### src/sarsq_pkg.sv
// constants and types shared by the sar converter sequencer
package sarsq_pkg;
  // register byte addresses
  localparam logic [7:0] ADDR_CONTROL_ONE = 8'h26;
  localparam logic [7:0] ADDR_CONTROL_TWO = 8'h27;
  localparam logic [7:0] ADDR_RESULT_LOW_STATUS = 8'h28;
  localparam logic [7:0] ADDR_RESULT_HIGH = 8'h29;

  // reset values
  localparam logic [7:0] CONTROL_ONE_RESET = 8'h10;
  localparam logic [5:0] CONTROL_TWO_RESET = 6'h00;
  localparam logic [9:0] RESULT_RESET = 10'h000;

  // control one fields
  localparam int START_BIT_POS = 7;
  localparam int MODE_MSB = 6;
  localparam int MODE_LSB = 5;
  localparam int GATING_BIT_POS = 4;
  localparam int CHANNEL_MSB = 3;
  localparam int CHANNEL_LSB = 0;

  // control two fields
  localparam int LADDER_BIT_POS = 5;
  localparam int CONV_TIME_MSB = 3;
  localparam int CONV_TIME_LSB = 1;

  // operating mode codes
  localparam logic [1:0] MODE_DISABLED = 2'h0;
  localparam logic [1:0] MODE_SINGLE = 2'h1;
  localparam logic [1:0] MODE_RESERVED = 2'h2;
  localparam logic [1:0] MODE_REPEAT = 2'h3;

  // conversion time codes and their lengths in high_frequency_clock periods
  localparam logic [2:0] CT_CODE_39 = 3'h0;
  localparam logic [2:0] CT_CODE_78 = 3'h2;
  localparam logic [2:0] CT_CODE_156 = 3'h3;
  localparam logic [2:0] CT_CODE_312 = 3'h4;
  localparam logic [2:0] CT_CODE_624 = 3'h5;
  localparam logic [2:0] CT_CODE_1248 = 3'h6;
  localparam logic [10:0] CT_LEN_39 = 11'h027;
  localparam logic [10:0] CT_LEN_78 = 11'h04E;
  localparam logic [10:0] CT_LEN_156 = 11'h09C;
  localparam logic [10:0] CT_LEN_312 = 11'h138;
  localparam logic [10:0] CT_LEN_624 = 11'h270;
  localparam logic [10:0] CT_LEN_1248 = 11'h4E0;

  // approximation timing: ten trials of three cycles each, ending one cycle before done
  localparam logic [10:0] BIT_PHASE_LEN = 11'h01F;
  localparam logic [3:0] TOP_BIT = 4'h9;

  // conversion lock-out after control one is cleared to zero
  localparam logic [2:0] HOLDOFF_CYCLES = 3'h4;

  typedef enum logic [1:0] {
    PH_SET,
    PH_SETTLE,
    PH_DECIDE
  } sarsq_phase_t;
endpackage

### src/sarsq_top.sv
// register file and successive approximation sequencer of the 10-bit converter
//
// Implementation choice: the address-and-strobe port.
`timescale 1ns/1ps
module sarsq_top (
  input wire logic clk,
  input wire logic rst_n,
  input wire logic [7:0] addr,
  input wire logic [7:0] wdata,
  input wire logic wr,
  input wire logic rd,
  output logic [7:0] rdata,
  input wire logic stop_mode,
  input wire logic comparator_high,
  output logic [9:0] dac_code,
  output logic sample_hold,
  output logic [3:0] channel_select,
  output logic analog_input_enable,
  output logic ladder_connect,
  output logic conversion_done_interrupt,
  output logic converter_busy
);
  logic [7:0] ctrl_one_q;
  logic [7:0] ctrl_one_d;
  logic [5:0] ctrl_two_q;
  logic [5:0] ctrl_two_d;
  logic [9:0] result_q;
  logic [9:0] sar_q;
  logic eoc_q;
  logic busy_q;
  logic done_q;
  logic [10:0] cnt_q;
  logic [10:0] len_q;
  logic [3:0] bit_idx_q;
  sarsq_pkg::sarsq_phase_t phase_q;
  logic [2:0] holdoff_q;
  logic cmp_meta_q;
  logic cmp_sync_q;
  logic [3:0] jitter_q;
  logic [7:0] rdata_q;
  logic sample_q;
  logic ladder_q;
  logic input_en_q;
  logic [3:0] chan_q;

  // decode
  wire wr_one = wr && (addr == sarsq_pkg::ADDR_CONTROL_ONE);
  wire wr_two = wr && (addr == sarsq_pkg::ADDR_CONTROL_TWO);
  wire rd_high = rd && (addr == sarsq_pkg::ADDR_RESULT_HIGH);
  wire [1:0] mode = ctrl_one_q[sarsq_pkg::MODE_MSB:sarsq_pkg::MODE_LSB];
  wire [1:0] wr_mode = wdata[sarsq_pkg::MODE_MSB:sarsq_pkg::MODE_LSB];
  wire [2:0] ct_code = ctrl_two_q[sarsq_pkg::CONV_TIME_MSB:sarsq_pkg::CONV_TIME_LSB];
  wire mode_runs = (mode == sarsq_pkg::MODE_SINGLE) || (mode == sarsq_pkg::MODE_REPEAT);
  wire abort = busy_q && (stop_mode || (wr_one && wr_mode == sarsq_pkg::MODE_DISABLED));
  wire last_cycle = busy_q && (cnt_q == len_q - 11'h001);
  wire complete = last_cycle && !abort;
  wire relaunch = complete && (mode == sarsq_pkg::MODE_REPEAT) && !wr_one;
  // start waits out the lock-out instead of being dropped
  wire sw_launch = ctrl_one_q[sarsq_pkg::START_BIT_POS] && mode_runs && !busy_q &&
                   (holdoff_q == 3'h0) && !stop_mode;
  wire launch = sw_launch || relaunch;
  wire [10:0] bit_start = len_q - sarsq_pkg::BIT_PHASE_LEN;
  wire in_bits = busy_q && (cnt_q >= bit_start) && !last_cycle;
  wire wr_zero = wr_one && (wdata == 8'h00);
  // the last trial's verdict only leaves the synchroniser in the completing cycle
  wire [9:0] final_code = {sar_q[9:1], sar_q[0] && !cmp_sync_q};

  // reserved codes run the longest period, the safe side for the reference
  function automatic logic [10:0] conv_len(input logic [2:0] code);
    case (code)
      sarsq_pkg::CT_CODE_39: conv_len = sarsq_pkg::CT_LEN_39;
      sarsq_pkg::CT_CODE_78: conv_len = sarsq_pkg::CT_LEN_78;
      sarsq_pkg::CT_CODE_156: conv_len = sarsq_pkg::CT_LEN_156;
      sarsq_pkg::CT_CODE_312: conv_len = sarsq_pkg::CT_LEN_312;
      sarsq_pkg::CT_CODE_624: conv_len = sarsq_pkg::CT_LEN_624;
      default: conv_len = sarsq_pkg::CT_LEN_1248;
    endcase
  endfunction

  // control one: stop holds reset, a write wins over the hardware clear of start
  always_comb begin
    ctrl_one_d = ctrl_one_q;
    if (stop_mode) begin
      ctrl_one_d = sarsq_pkg::CONTROL_ONE_RESET;
    end else if (wr_one) begin
      ctrl_one_d = wdata;
    end else if (sw_launch) begin
      ctrl_one_d[sarsq_pkg::START_BIT_POS] = 1'b0;
    end
  end

  // bits 0 and 4 are stored as written; software owns their values
  always_comb begin
    ctrl_two_d = ctrl_two_q;
    if (stop_mode) begin
      ctrl_two_d = sarsq_pkg::CONTROL_TWO_RESET;
    end else if (wr_two) begin
      ctrl_two_d = wdata[5:0];
    end
  end

  always_ff @(posedge clk) begin
    if (!rst_n) begin
      ctrl_one_q <= sarsq_pkg::CONTROL_ONE_RESET;
      ctrl_two_q <= sarsq_pkg::CONTROL_TWO_RESET;
    end else begin
      ctrl_one_q <= ctrl_one_d;
      ctrl_two_q <= ctrl_two_d;
    end
  end

  always_ff @(posedge clk) begin
    if (!rst_n) begin
      holdoff_q <= 3'h0;
    end else if (wr_zero) begin
      holdoff_q <= sarsq_pkg::HOLDOFF_CYCLES;
    end else if (holdoff_q != 3'h0) begin
      holdoff_q <= holdoff_q - 3'h1;
    end
  end

  // comparator is analog and asynchronous to clk
  always_ff @(posedge clk) begin
    if (!rst_n) begin
      cmp_meta_q <= 1'b0;
      cmp_sync_q <= 1'b0;
    end else begin
      cmp_meta_q <= comparator_high;
      cmp_sync_q <= cmp_meta_q;
    end
  end

  always_ff @(posedge clk) begin
    if (!rst_n) begin
      busy_q <= 1'b0;
      cnt_q <= 11'h000;
      len_q <= sarsq_pkg::CT_LEN_39;
    end else if (abort) begin
      busy_q <= 1'b0;
      cnt_q <= 11'h000;
    end else if (launch) begin
      busy_q <= 1'b1;
      cnt_q <= 11'h000;
      len_q <= conv_len(ct_code);
    end else if (complete) begin
      busy_q <= 1'b0;
      cnt_q <= 11'h000;
    end else if (busy_q) begin
      cnt_q <= cnt_q + 11'h001;
    end
  end

  // three cycles per trial; a verdict clears the two-flop sync only at the next set
  always_ff @(posedge clk) begin
    if (!rst_n) begin
      sar_q <= 10'h000;
      bit_idx_q <= sarsq_pkg::TOP_BIT;
      phase_q <= sarsq_pkg::PH_SET;
    end else if (launch) begin
      sar_q <= 10'h000;
      bit_idx_q <= sarsq_pkg::TOP_BIT;
      phase_q <= sarsq_pkg::PH_SET;
    end else if (in_bits) begin
      case (phase_q)
        sarsq_pkg::PH_SET: begin
          if ((bit_idx_q != sarsq_pkg::TOP_BIT) && cmp_sync_q) begin
            sar_q[bit_idx_q + 4'h1] <= 1'b0;
          end
          sar_q[bit_idx_q] <= 1'b1;
          phase_q <= sarsq_pkg::PH_SETTLE;
        end
        sarsq_pkg::PH_SETTLE: begin
          phase_q <= sarsq_pkg::PH_DECIDE;
        end
        sarsq_pkg::PH_DECIDE: begin
          bit_idx_q <= bit_idx_q - 4'h1;
          phase_q <= sarsq_pkg::PH_SET;
        end
        default: begin
          phase_q <= sarsq_pkg::PH_SET;
        end
      endcase
    end
  end

  // result and end flag: completion wins over the clearing read
  always_ff @(posedge clk) begin
    if (!rst_n) begin
      result_q <= sarsq_pkg::RESULT_RESET;
      eoc_q <= 1'b0;
      done_q <= 1'b0;
    end else begin
      done_q <= complete;
      if (stop_mode) begin
        result_q <= sarsq_pkg::RESULT_RESET;
        eoc_q <= 1'b0;
      end else if (complete) begin
        result_q <= final_code;
        eoc_q <= 1'b1;
      end else if (rd_high || sw_launch) begin
        eoc_q <= 1'b0;
      end
    end
  end

  always_ff @(posedge clk) begin
    if (!rst_n) begin
      jitter_q <= 4'h0;
    end else begin
      jitter_q <= jitter_q + 4'h1;
    end
  end

  // read data live only in the cycle after the strobe
  wire [7:0] rd_mux =
    (addr == sarsq_pkg::ADDR_CONTROL_ONE) ? ctrl_one_q :
    (addr == sarsq_pkg::ADDR_CONTROL_TWO) ? {2'h0, ctrl_two_q} :
    (addr == sarsq_pkg::ADDR_RESULT_LOW_STATUS) ?
      {result_q[1:0], eoc_q, busy_q, jitter_q} :
    (addr == sarsq_pkg::ADDR_RESULT_HIGH) ? result_q[9:2] : 8'h00;

  always_ff @(posedge clk) begin
    if (!rst_n) begin
      rdata_q <= 8'h00;
    end else begin
      rdata_q <= rd ? rd_mux : 8'h00;
    end
  end

  always_ff @(posedge clk) begin
    if (!rst_n) begin
      sample_q <= 1'b0;
      ladder_q <= 1'b0;
      input_en_q <= 1'b0;
      chan_q <= 4'h0;
    end else begin
      sample_q <= busy_q && (cnt_q < bit_start);
      ladder_q <= ctrl_two_q[sarsq_pkg::LADDER_BIT_POS] || busy_q;
      input_en_q <= !ctrl_one_q[sarsq_pkg::GATING_BIT_POS];
      chan_q <= ctrl_one_q[sarsq_pkg::CHANNEL_MSB:sarsq_pkg::CHANNEL_LSB];
    end
  end

  assign rdata = rdata_q;
  assign dac_code = sar_q;
  assign sample_hold = sample_q;
  assign channel_select = chan_q;
  assign analog_input_enable = input_en_q;
  assign ladder_connect = ladder_q;
  assign conversion_done_interrupt = done_q;
  assign converter_busy = busy_q;

  // checking helpers
  logic [10:0] run_cnt_q;
  always_ff @(posedge clk) begin
    if (!rst_n || launch) begin
      run_cnt_q <= 11'h000;
    end else if (busy_q) begin
      run_cnt_q <= run_cnt_q + 11'h001;
    end
  end
endmodule

### config.mk
export PLATFORM = sky130hd
export DESIGN_NAME = sarsq_top
export DESIGN_NICKNAME = d
export VERILOG_FILES = /design/src/sarsq_pkg.sv /design/src/sarsq_top.sv
export SDC_FILE = /design/constraint.sdc
export NUM_CORES = 1
export LEC_CHECK = 0
export ABC_AREA = 1
export BUFFER_PORTS_ARGS = -buffer_cell sky130_fd_sc_hd__buf_2
export CORE_ASPECT_RATIO = 1.4
export CORE_MARGIN = 4
export CORE_UTILIZATION = 40
export DETAILED_ROUTE_END_ITERATION = 10
export GPL_TIMING_DRIVEN = 1
export HOLD_SLACK_MARGIN = 0.1
export PLACE_DENSITY = 0.64
export SYNTH_ARGS = -nofsm -noshare
export SYNTH_HDL_FRONTEND = slang
export SYNTH_SLANG_ARGS = --single-unit
### constraint.sdc
create_clock -name clk -period 8.2 [get_ports clk]
set_input_delay 0.41 -clock clk [delete_from_list [all_inputs] [get_ports clk]]
set_output_delay 0.41 -clock clk [all_outputs]
set_load 0.005 [all_outputs]
==> results of run 1 <==
-- path summary, 6_finish.rpt --
check	startpoint	end	slack [ns]	cells past startpoint
hold reg to reg	cmp_meta_q$_SDFF_PN0_	cmp_sync_q$_SDFF_PN0_	0.42	2
hold / removal	comparator_high	cmp_meta_q$_SDFF_PN0_	0.24	3
setup / recovery	len_q[2]$_SDFFE_PN1P_	dac_code[0]$_SDFFE_PP0P_	4.73	15
setup reg to reg	len_q[2]$_SDFFE_PN1P_	dac_code[0]$_SDFFE_PP0P_	4.73	15
-- flip-flops by register name (all words and copies together) (netlist names), 2 cells and up --
| register | cells |
|---|---|
| channel_select | 4 |
| cnt_q | 11 |
| len_q | 11 |
| rdata | 8 |
| jitter_q | 4 |
| ctrl_two_q | 6 |
| phase_q | 2 |
| ctrl_one_q | 8 |
| result_q | 10 |
| dac_code | 10 |
| holdoff_q | 3 |
| bit_idx_q | 4 |
-- logic make-up after synthesis --
group	Yosys count	share of synthesized area
buffers and inverters	123	0.108
AO/OA/AOI/OAI	105	0.119
AND/OR/NAND/NOR	352	0.317
flip-flops	89	0.358
XOR/XNOR	24	0.0423
adder cells (fa/ha/maj)	22	0.0554
-- worst register-to-register path, stage by stage (launching register included) --
cell	delay, ns
dfxtp_1	0.55
inv_2	0.08
nor3_1	0.26
inv_1	0.09
nor2_1	0.16
nor2_1	0.08
xor2_1	0.14
ha_1	0.27
nand2_1	0.06
nor4_1	0.26
and3_1	0.19
nor2_1	0.05
nor2_2	0.56
nand3_2	0.37
nand2_1	0.16
a21oi_1	0.07
-- routing by layer --
| metal | vias to the layer above | GRT usage | part of all wire |
|---|---|---|---|
| met2 | 101 | 0.354 | 0.53 |
| met1 | 2120 | 0.214 | 0.41 |
| met5 | - | 0 | 0 |
| met3 | 31 | 0.0323 | 0.029 |
| met4 | 0 | 0.0857 | 0.035 |
| li1 | 2390 | - | - |
-- synth_stat cells, types with 6 or more instances --
cell | n | area, sq um
a21oi_1 | 43 | 215
buf_4 | 10 | 75.1
clkbuf_1 | 6 | 22.5
dfxtp_1 | 89 | 1780
ha_1 | 22 | 275
inv_1 | 90 | 338
nand2_1 | 155 | 582
nand2_2 | 6 | 37.5
nand3_1 | 50 | 250
nand4_1 | 16 | 100
nor2_1 | 82 | 308
nor2_2 | 6 | 37.5
nor3_1 | 18 | 90.1
o21ai_0 | 28 | 140
o21ai_1 | 9 | 45.0
o31ai_1 | 9 | 67.6
xnor2_1 | 6 | 52.6
xor2_1 | 18 | 158
-- final cells by class --
class / instances / area share
sequential: 89 / 0.322
tap: 147 / 0.0333
inverter: 97 / 0.0659
multi-input combinational: 503 / 0.480
clock inverter: 6 / 0.0109
clock buffer: 10 / 0.0414
timing repair buffer: 50 / 0.0462
-- power by group --
| group | internal, mW | leakage [nW] | switching (mW) |
|---|---|---|---|
| registers | 0.440 | 0.719 | 0.00466 |
| clock network | 0.212 | 0.134 | 0.189 |
| logic | 0.0227 | 1.67 | 0.0355 |
==> metrics.yaml, run 1 <==
clk_path_buf_depth: 2
fin_crit_ns: 3.47
postLayoutCoreUtil: 0.461
cp-end-kind: "register"
vias: 4642
rows: 47
route.detailed.drc: 0
critPathKind: "reg -> reg"
timing.fmax_ghz: 0.288
die_area_sq_um: 14300
final_cell_count_no_fill: 902
start_util: 0.414
yosysUniqueCellTypes: 38
ys_seq_area_frac: 0.358
required_ns: 8.42
cts_tree: "built"
grt_max_degree: 24
fin_ws_ns: 4.73
syn_area_sq_um: 4970
netlist_instances: 715
multiInputGateArea_sq_um: 2650
cp-start-kind: "register"
cts-buffers-inserted: 9
finalWeightedCongestion: 0.925
rsz0062_at_grt: "false"
setup_viol: 0
drt_first_pass_iters: 4
ir_worst_vdd_mv: 0.131
crit_top_cell: "nor2_1"
cp_num_buf_inv: 2
ios: 49
grt_pass1_wl_um: 21900
synth_edf_count: 0
drive_gt1_frac: 0.122
pre_cts_ws_ns: 4.77
cp_cell_sequence: "inv_2, nor3_1, inv_1, nor2_1, nor2_1, xor2_1, ha_1, nand2_1, nor4_1, and3_1, nor2_1, nor2_2, nand3_2, nand2_1, a21oi_1"
clkTransAtPathRegs_ns: 0.07
cp_top_family: "simple AND/OR/NAND/NOR gates"
finalCritPeriodShare: 0.423
core_sq_um: 12000
die_w_um: 102
whs_ns: 0.241
yosysWarnings: 0
avgViaCountPerCell: 5.15
slew_headroom: 0.513
antenna_left: 0
post-dp-hpwl_um: 10500
setup_tns_ns: 0
clock_insertion_delay_worst_skew_ns: 0.35
fillers: 1260
ctsHoldBuffers: 0
drt_first_iter_violations: 213
gr-total-overflow: 0
area.sequential_sq_um: 1780
area_delta_synth_final_pct: 11.2
die_h_um: 140
hold_class: "in -> reg"
cts_resized: 0
cp.arrival_ns: 3.69
cts_setup_buffers: 0
syn_nets: 759
path_max_fanout: 18
wl_um: 13200
postPlaceCellArea_sq_um: 5240
fin_skew_ns: 0.0121
async_reset_ff_frac: 0
grt_pass1_vias: 4676
cap_viol_max_count: 0
synth.avg_cell_area_sq_um: 6.95
synth_ff_type: "dfxtp_1"
antenna_cells: 0
cts_sinks: 89
worst_slew_pin_slew_ns: 0.730
grt_antenna_before_repair: 0
status: "finished, final reports clean"
fin_area_sq_um: 5530
cp_slowest_cell: "nor2_2"
power.total_mw: 0.904
wl_per_cell_um: 14.6
mostFrequentLayoutCells: "nand2_1, inv_1, dfxtp_1, nor2_1, nand3_1"
powerDensity_nw_per_um2: 164
hold_viol_final: 0
track_usage: 0.194
ctsHtreeMaxLevel: 3
leakagePower_nw: 2.52
slowest_delay_ns: 0.56
cts-root-buf: "clkbuf_16"
ys_seq_elements: 89
place_inst: 886
io_buffers: 48
final_common_cell: "nand2_1"
maxSlewViolCount: 0
nets: 794
No activity file was read; power rests on OpenSTA's default activity.
==> run 2, diff against run 1 <==
Clock period 8.2 ns to 3.6 ns, I/O delays scaled along.
==> metrics.yaml, run 2 (synthesis gave the netlist of run 1 again) <==
reg2regPathDepth: 16
die_h_um: 140
power_frac_comb: 0.063
status: "finished, final reports clean"
track_usage: 0.194
hold_viol_final: 0
worst_slew_pin_slew_ns: 0.733
p_sw_mw: 0.501
finalWeightedCongestion: 0.897
p_int_mw: 1.62
wl_um: 13400
fin_skew_ns: 0.0109
postPlaceCellArea_sq_um: 5250
rows: 47
start_util: 0.414
power_frac_seq: 0.479
required_ns: 3.82
timing.fmax_ghz: 0.318
cp.arrival_ns: 3.37
path_max_fanout: 11
ios: 49
clockPowerShare: 0.457
r2r_end: "bit_idx_q[3]$_SDFFE_PP1P_"
fin_area_sq_um: 5570
reg.largest.list: "cnt_q x11, len_q x11"
maxSlewViolCount: 0
wl_per_cell_um: 14.8
cts-buffers-inserted: 9
grt_pass1_wl_um: 22000
finalCritPeriodShare: 0.874
vias: 4680
worstHoldStart: "wdata[1]"
gr-total-overflow: 0
io_buffers: 48
drive_gt1_frac: 0.125
rsz0062_at_grt: "false"
area.sequential_sq_um: 1780
grt_pass1_vias: 4629
cts-root-buf: "clkbuf_16"
whs_path_depth: 3
clk_path_buf_depth: 2
clock_insertion_delay_worst_skew_ns: 0.34
die_area_sq_um: 14300
ir_worst_vdd_mv: 0.259
ctsHtreeMaxLevel: 3
hold_class: "in -> reg"
cp-start-kind: "register"
grt_antenna_before_repair: 0
dr_wl_met2_um: 7150
multiInputGateArea_sq_um: 2650
cp-end-kind: "register"
cts_sinks: 89
highest_layer: "met4"
route.detailed.drc: 0
clkTransAtPathRegs_ns: 0.07
min_to: "ctrl_one_q[1]$_SDFFE_PP0P_"
nets: 797
r2r-start: "len_q[2]$_SDFFE_PN1P_"
area_delta_synth_final_pct: 12.0
p_sw_frac: 0.237
wl_met1_um: 5310
setup_viol: 0
drt_first_iter_violations: 236
critPathKind: "reg -> reg"
grt_max_degree: 24
avgViaCountPerCell: 5.17
drt_first_pass_iters: 4
dr_wl_met3_um: 518
cap_viol_max_count: 0
final_common_cell: "nand2_1"
cts_setup_buffers: 0
post-dp-hpwl_um: 10600
powerDensity_nw_per_um2: 380
regToRegSetupSlack_ns: 0.45
antenna_cells: 0
core_sq_um: 12000
fillers: 1272
mostFrequentLayoutCells: "nand2_1, inv_1, dfxtp_1, nor2_1, nand3_1"
setup_tns_ns: 0
slew_headroom: 0.510
leakagePower_nw: 2.55
antenna_left: 0
die_w_um: 102
cts_tree: "built"
fin_crit_ns: 3.15
## run 2: cell types whose count changed in the layout (fill, tap and decap cells not counted), sizes merged
cell,delta
clkinv,+1
inv,-1
buf,+2
clkinvlp,-1
bufinv,+1
dlygate4sd3,+1
## run 2: metal layers
metal | vias up | track usage
met5 | - | 0
li1 | 2403 | -
met1 | 2129 | 0.213
met2 | 117 | 0.363
met3 | 31 | 0.0289
met4 | 0 | 0.0788
## run 2: metrics by stage
| stage | utilization | hold WS (ns) | power (mW) | std cells | setup slack (ns) |
|---|---|---|---|---|---|
| finish | 0.464 | 0.119 | 2.12 | 905 | 0.452 |
| global route | 0.464 | 0.118 | 2.18 | 905 | 0.0310 |
| CTS | 0.464 | 0.111 | 2.12 | 905 | 0.486 |
| detailed placement | 0.438 | 0.383 | 1.17 | 888 | 0.512 |
| global placement | 0.438 | 0.372 | 1.16 | 888 | 0.569 |
| floorplan | - | 0.278 | 1.13 | 715 | 0.866 |
## run 2: area by class of cell
cell class,instances,area share
Multi-Input combinational cell,503,0.477
Sequential cell,89,0.320
Inverter,97,0.0654
Timing Repair Buffer,53,0.0503
Clock buffer,10,0.0429
Tap cell,147,0.0330
Clock inverter,6,0.0117
## run 2: what timing repair did
item | 4_1_cts | 5_1_grt
endpoints found under the hold margin | 1 | 0
resized for setup | 0 | 0
hold buffers | 1 | 0
## run 2: power by group through the flow
stage                     Sequential [mW]  Clock, mW  Combinational, mW
after floorplan                      1.03          0             0.0939
after global placement               1.04          0              0.125
final                                1.01      0.968              0.134
after detailed placement             1.04          0              0.132
after global routing                 1.01       1.01              0.153
after CTS                            1.01      0.975              0.135
## run 2: worst max-delay path, stage by stage, from the launching register on
cell,delay (ns)
dfxtp_1,0.54
inv_2,0.08
nor3_1,0.24
inv_1,0.09
nor2_1,0.17
nor2_1,0.07
xor2_1,0.14
ha_1,0.27
nand2_1,0.06
nor4_1,0.27
and3_1,0.19
nor2_1,0.05
nor2_2,0.29
buf_4,0.25
nand3_1,0.15
nand2_1,0.10
nand3_1,0.07
## run 2: how the worst max path moves through the flow
stage	start	cells after the start	end
floorplan	len_q[1]$_SDFFE_PN1P_	15	dac_code[2]$_SDFFE_PP0P_
global placement	len_q[2]$_SDFFE_PN1P_	16	bit_idx_q[2]$_SDFFE_PP0P_
detailed placement	len_q[2]$_SDFFE_PN1P_	16	bit_idx_q[3]$_SDFFE_PP1P_
CTS	len_q[2]$_SDFFE_PN1P_	16	bit_idx_q[3]$_SDFFE_PP1P_
global route	len_q[2]$_SDFFE_PN1P_	16	bit_idx_q[2]$_SDFFE_PP0P_
finish	len_q[2]$_SDFFE_PN1P_	16	bit_idx_q[3]$_SDFFE_PP1P_
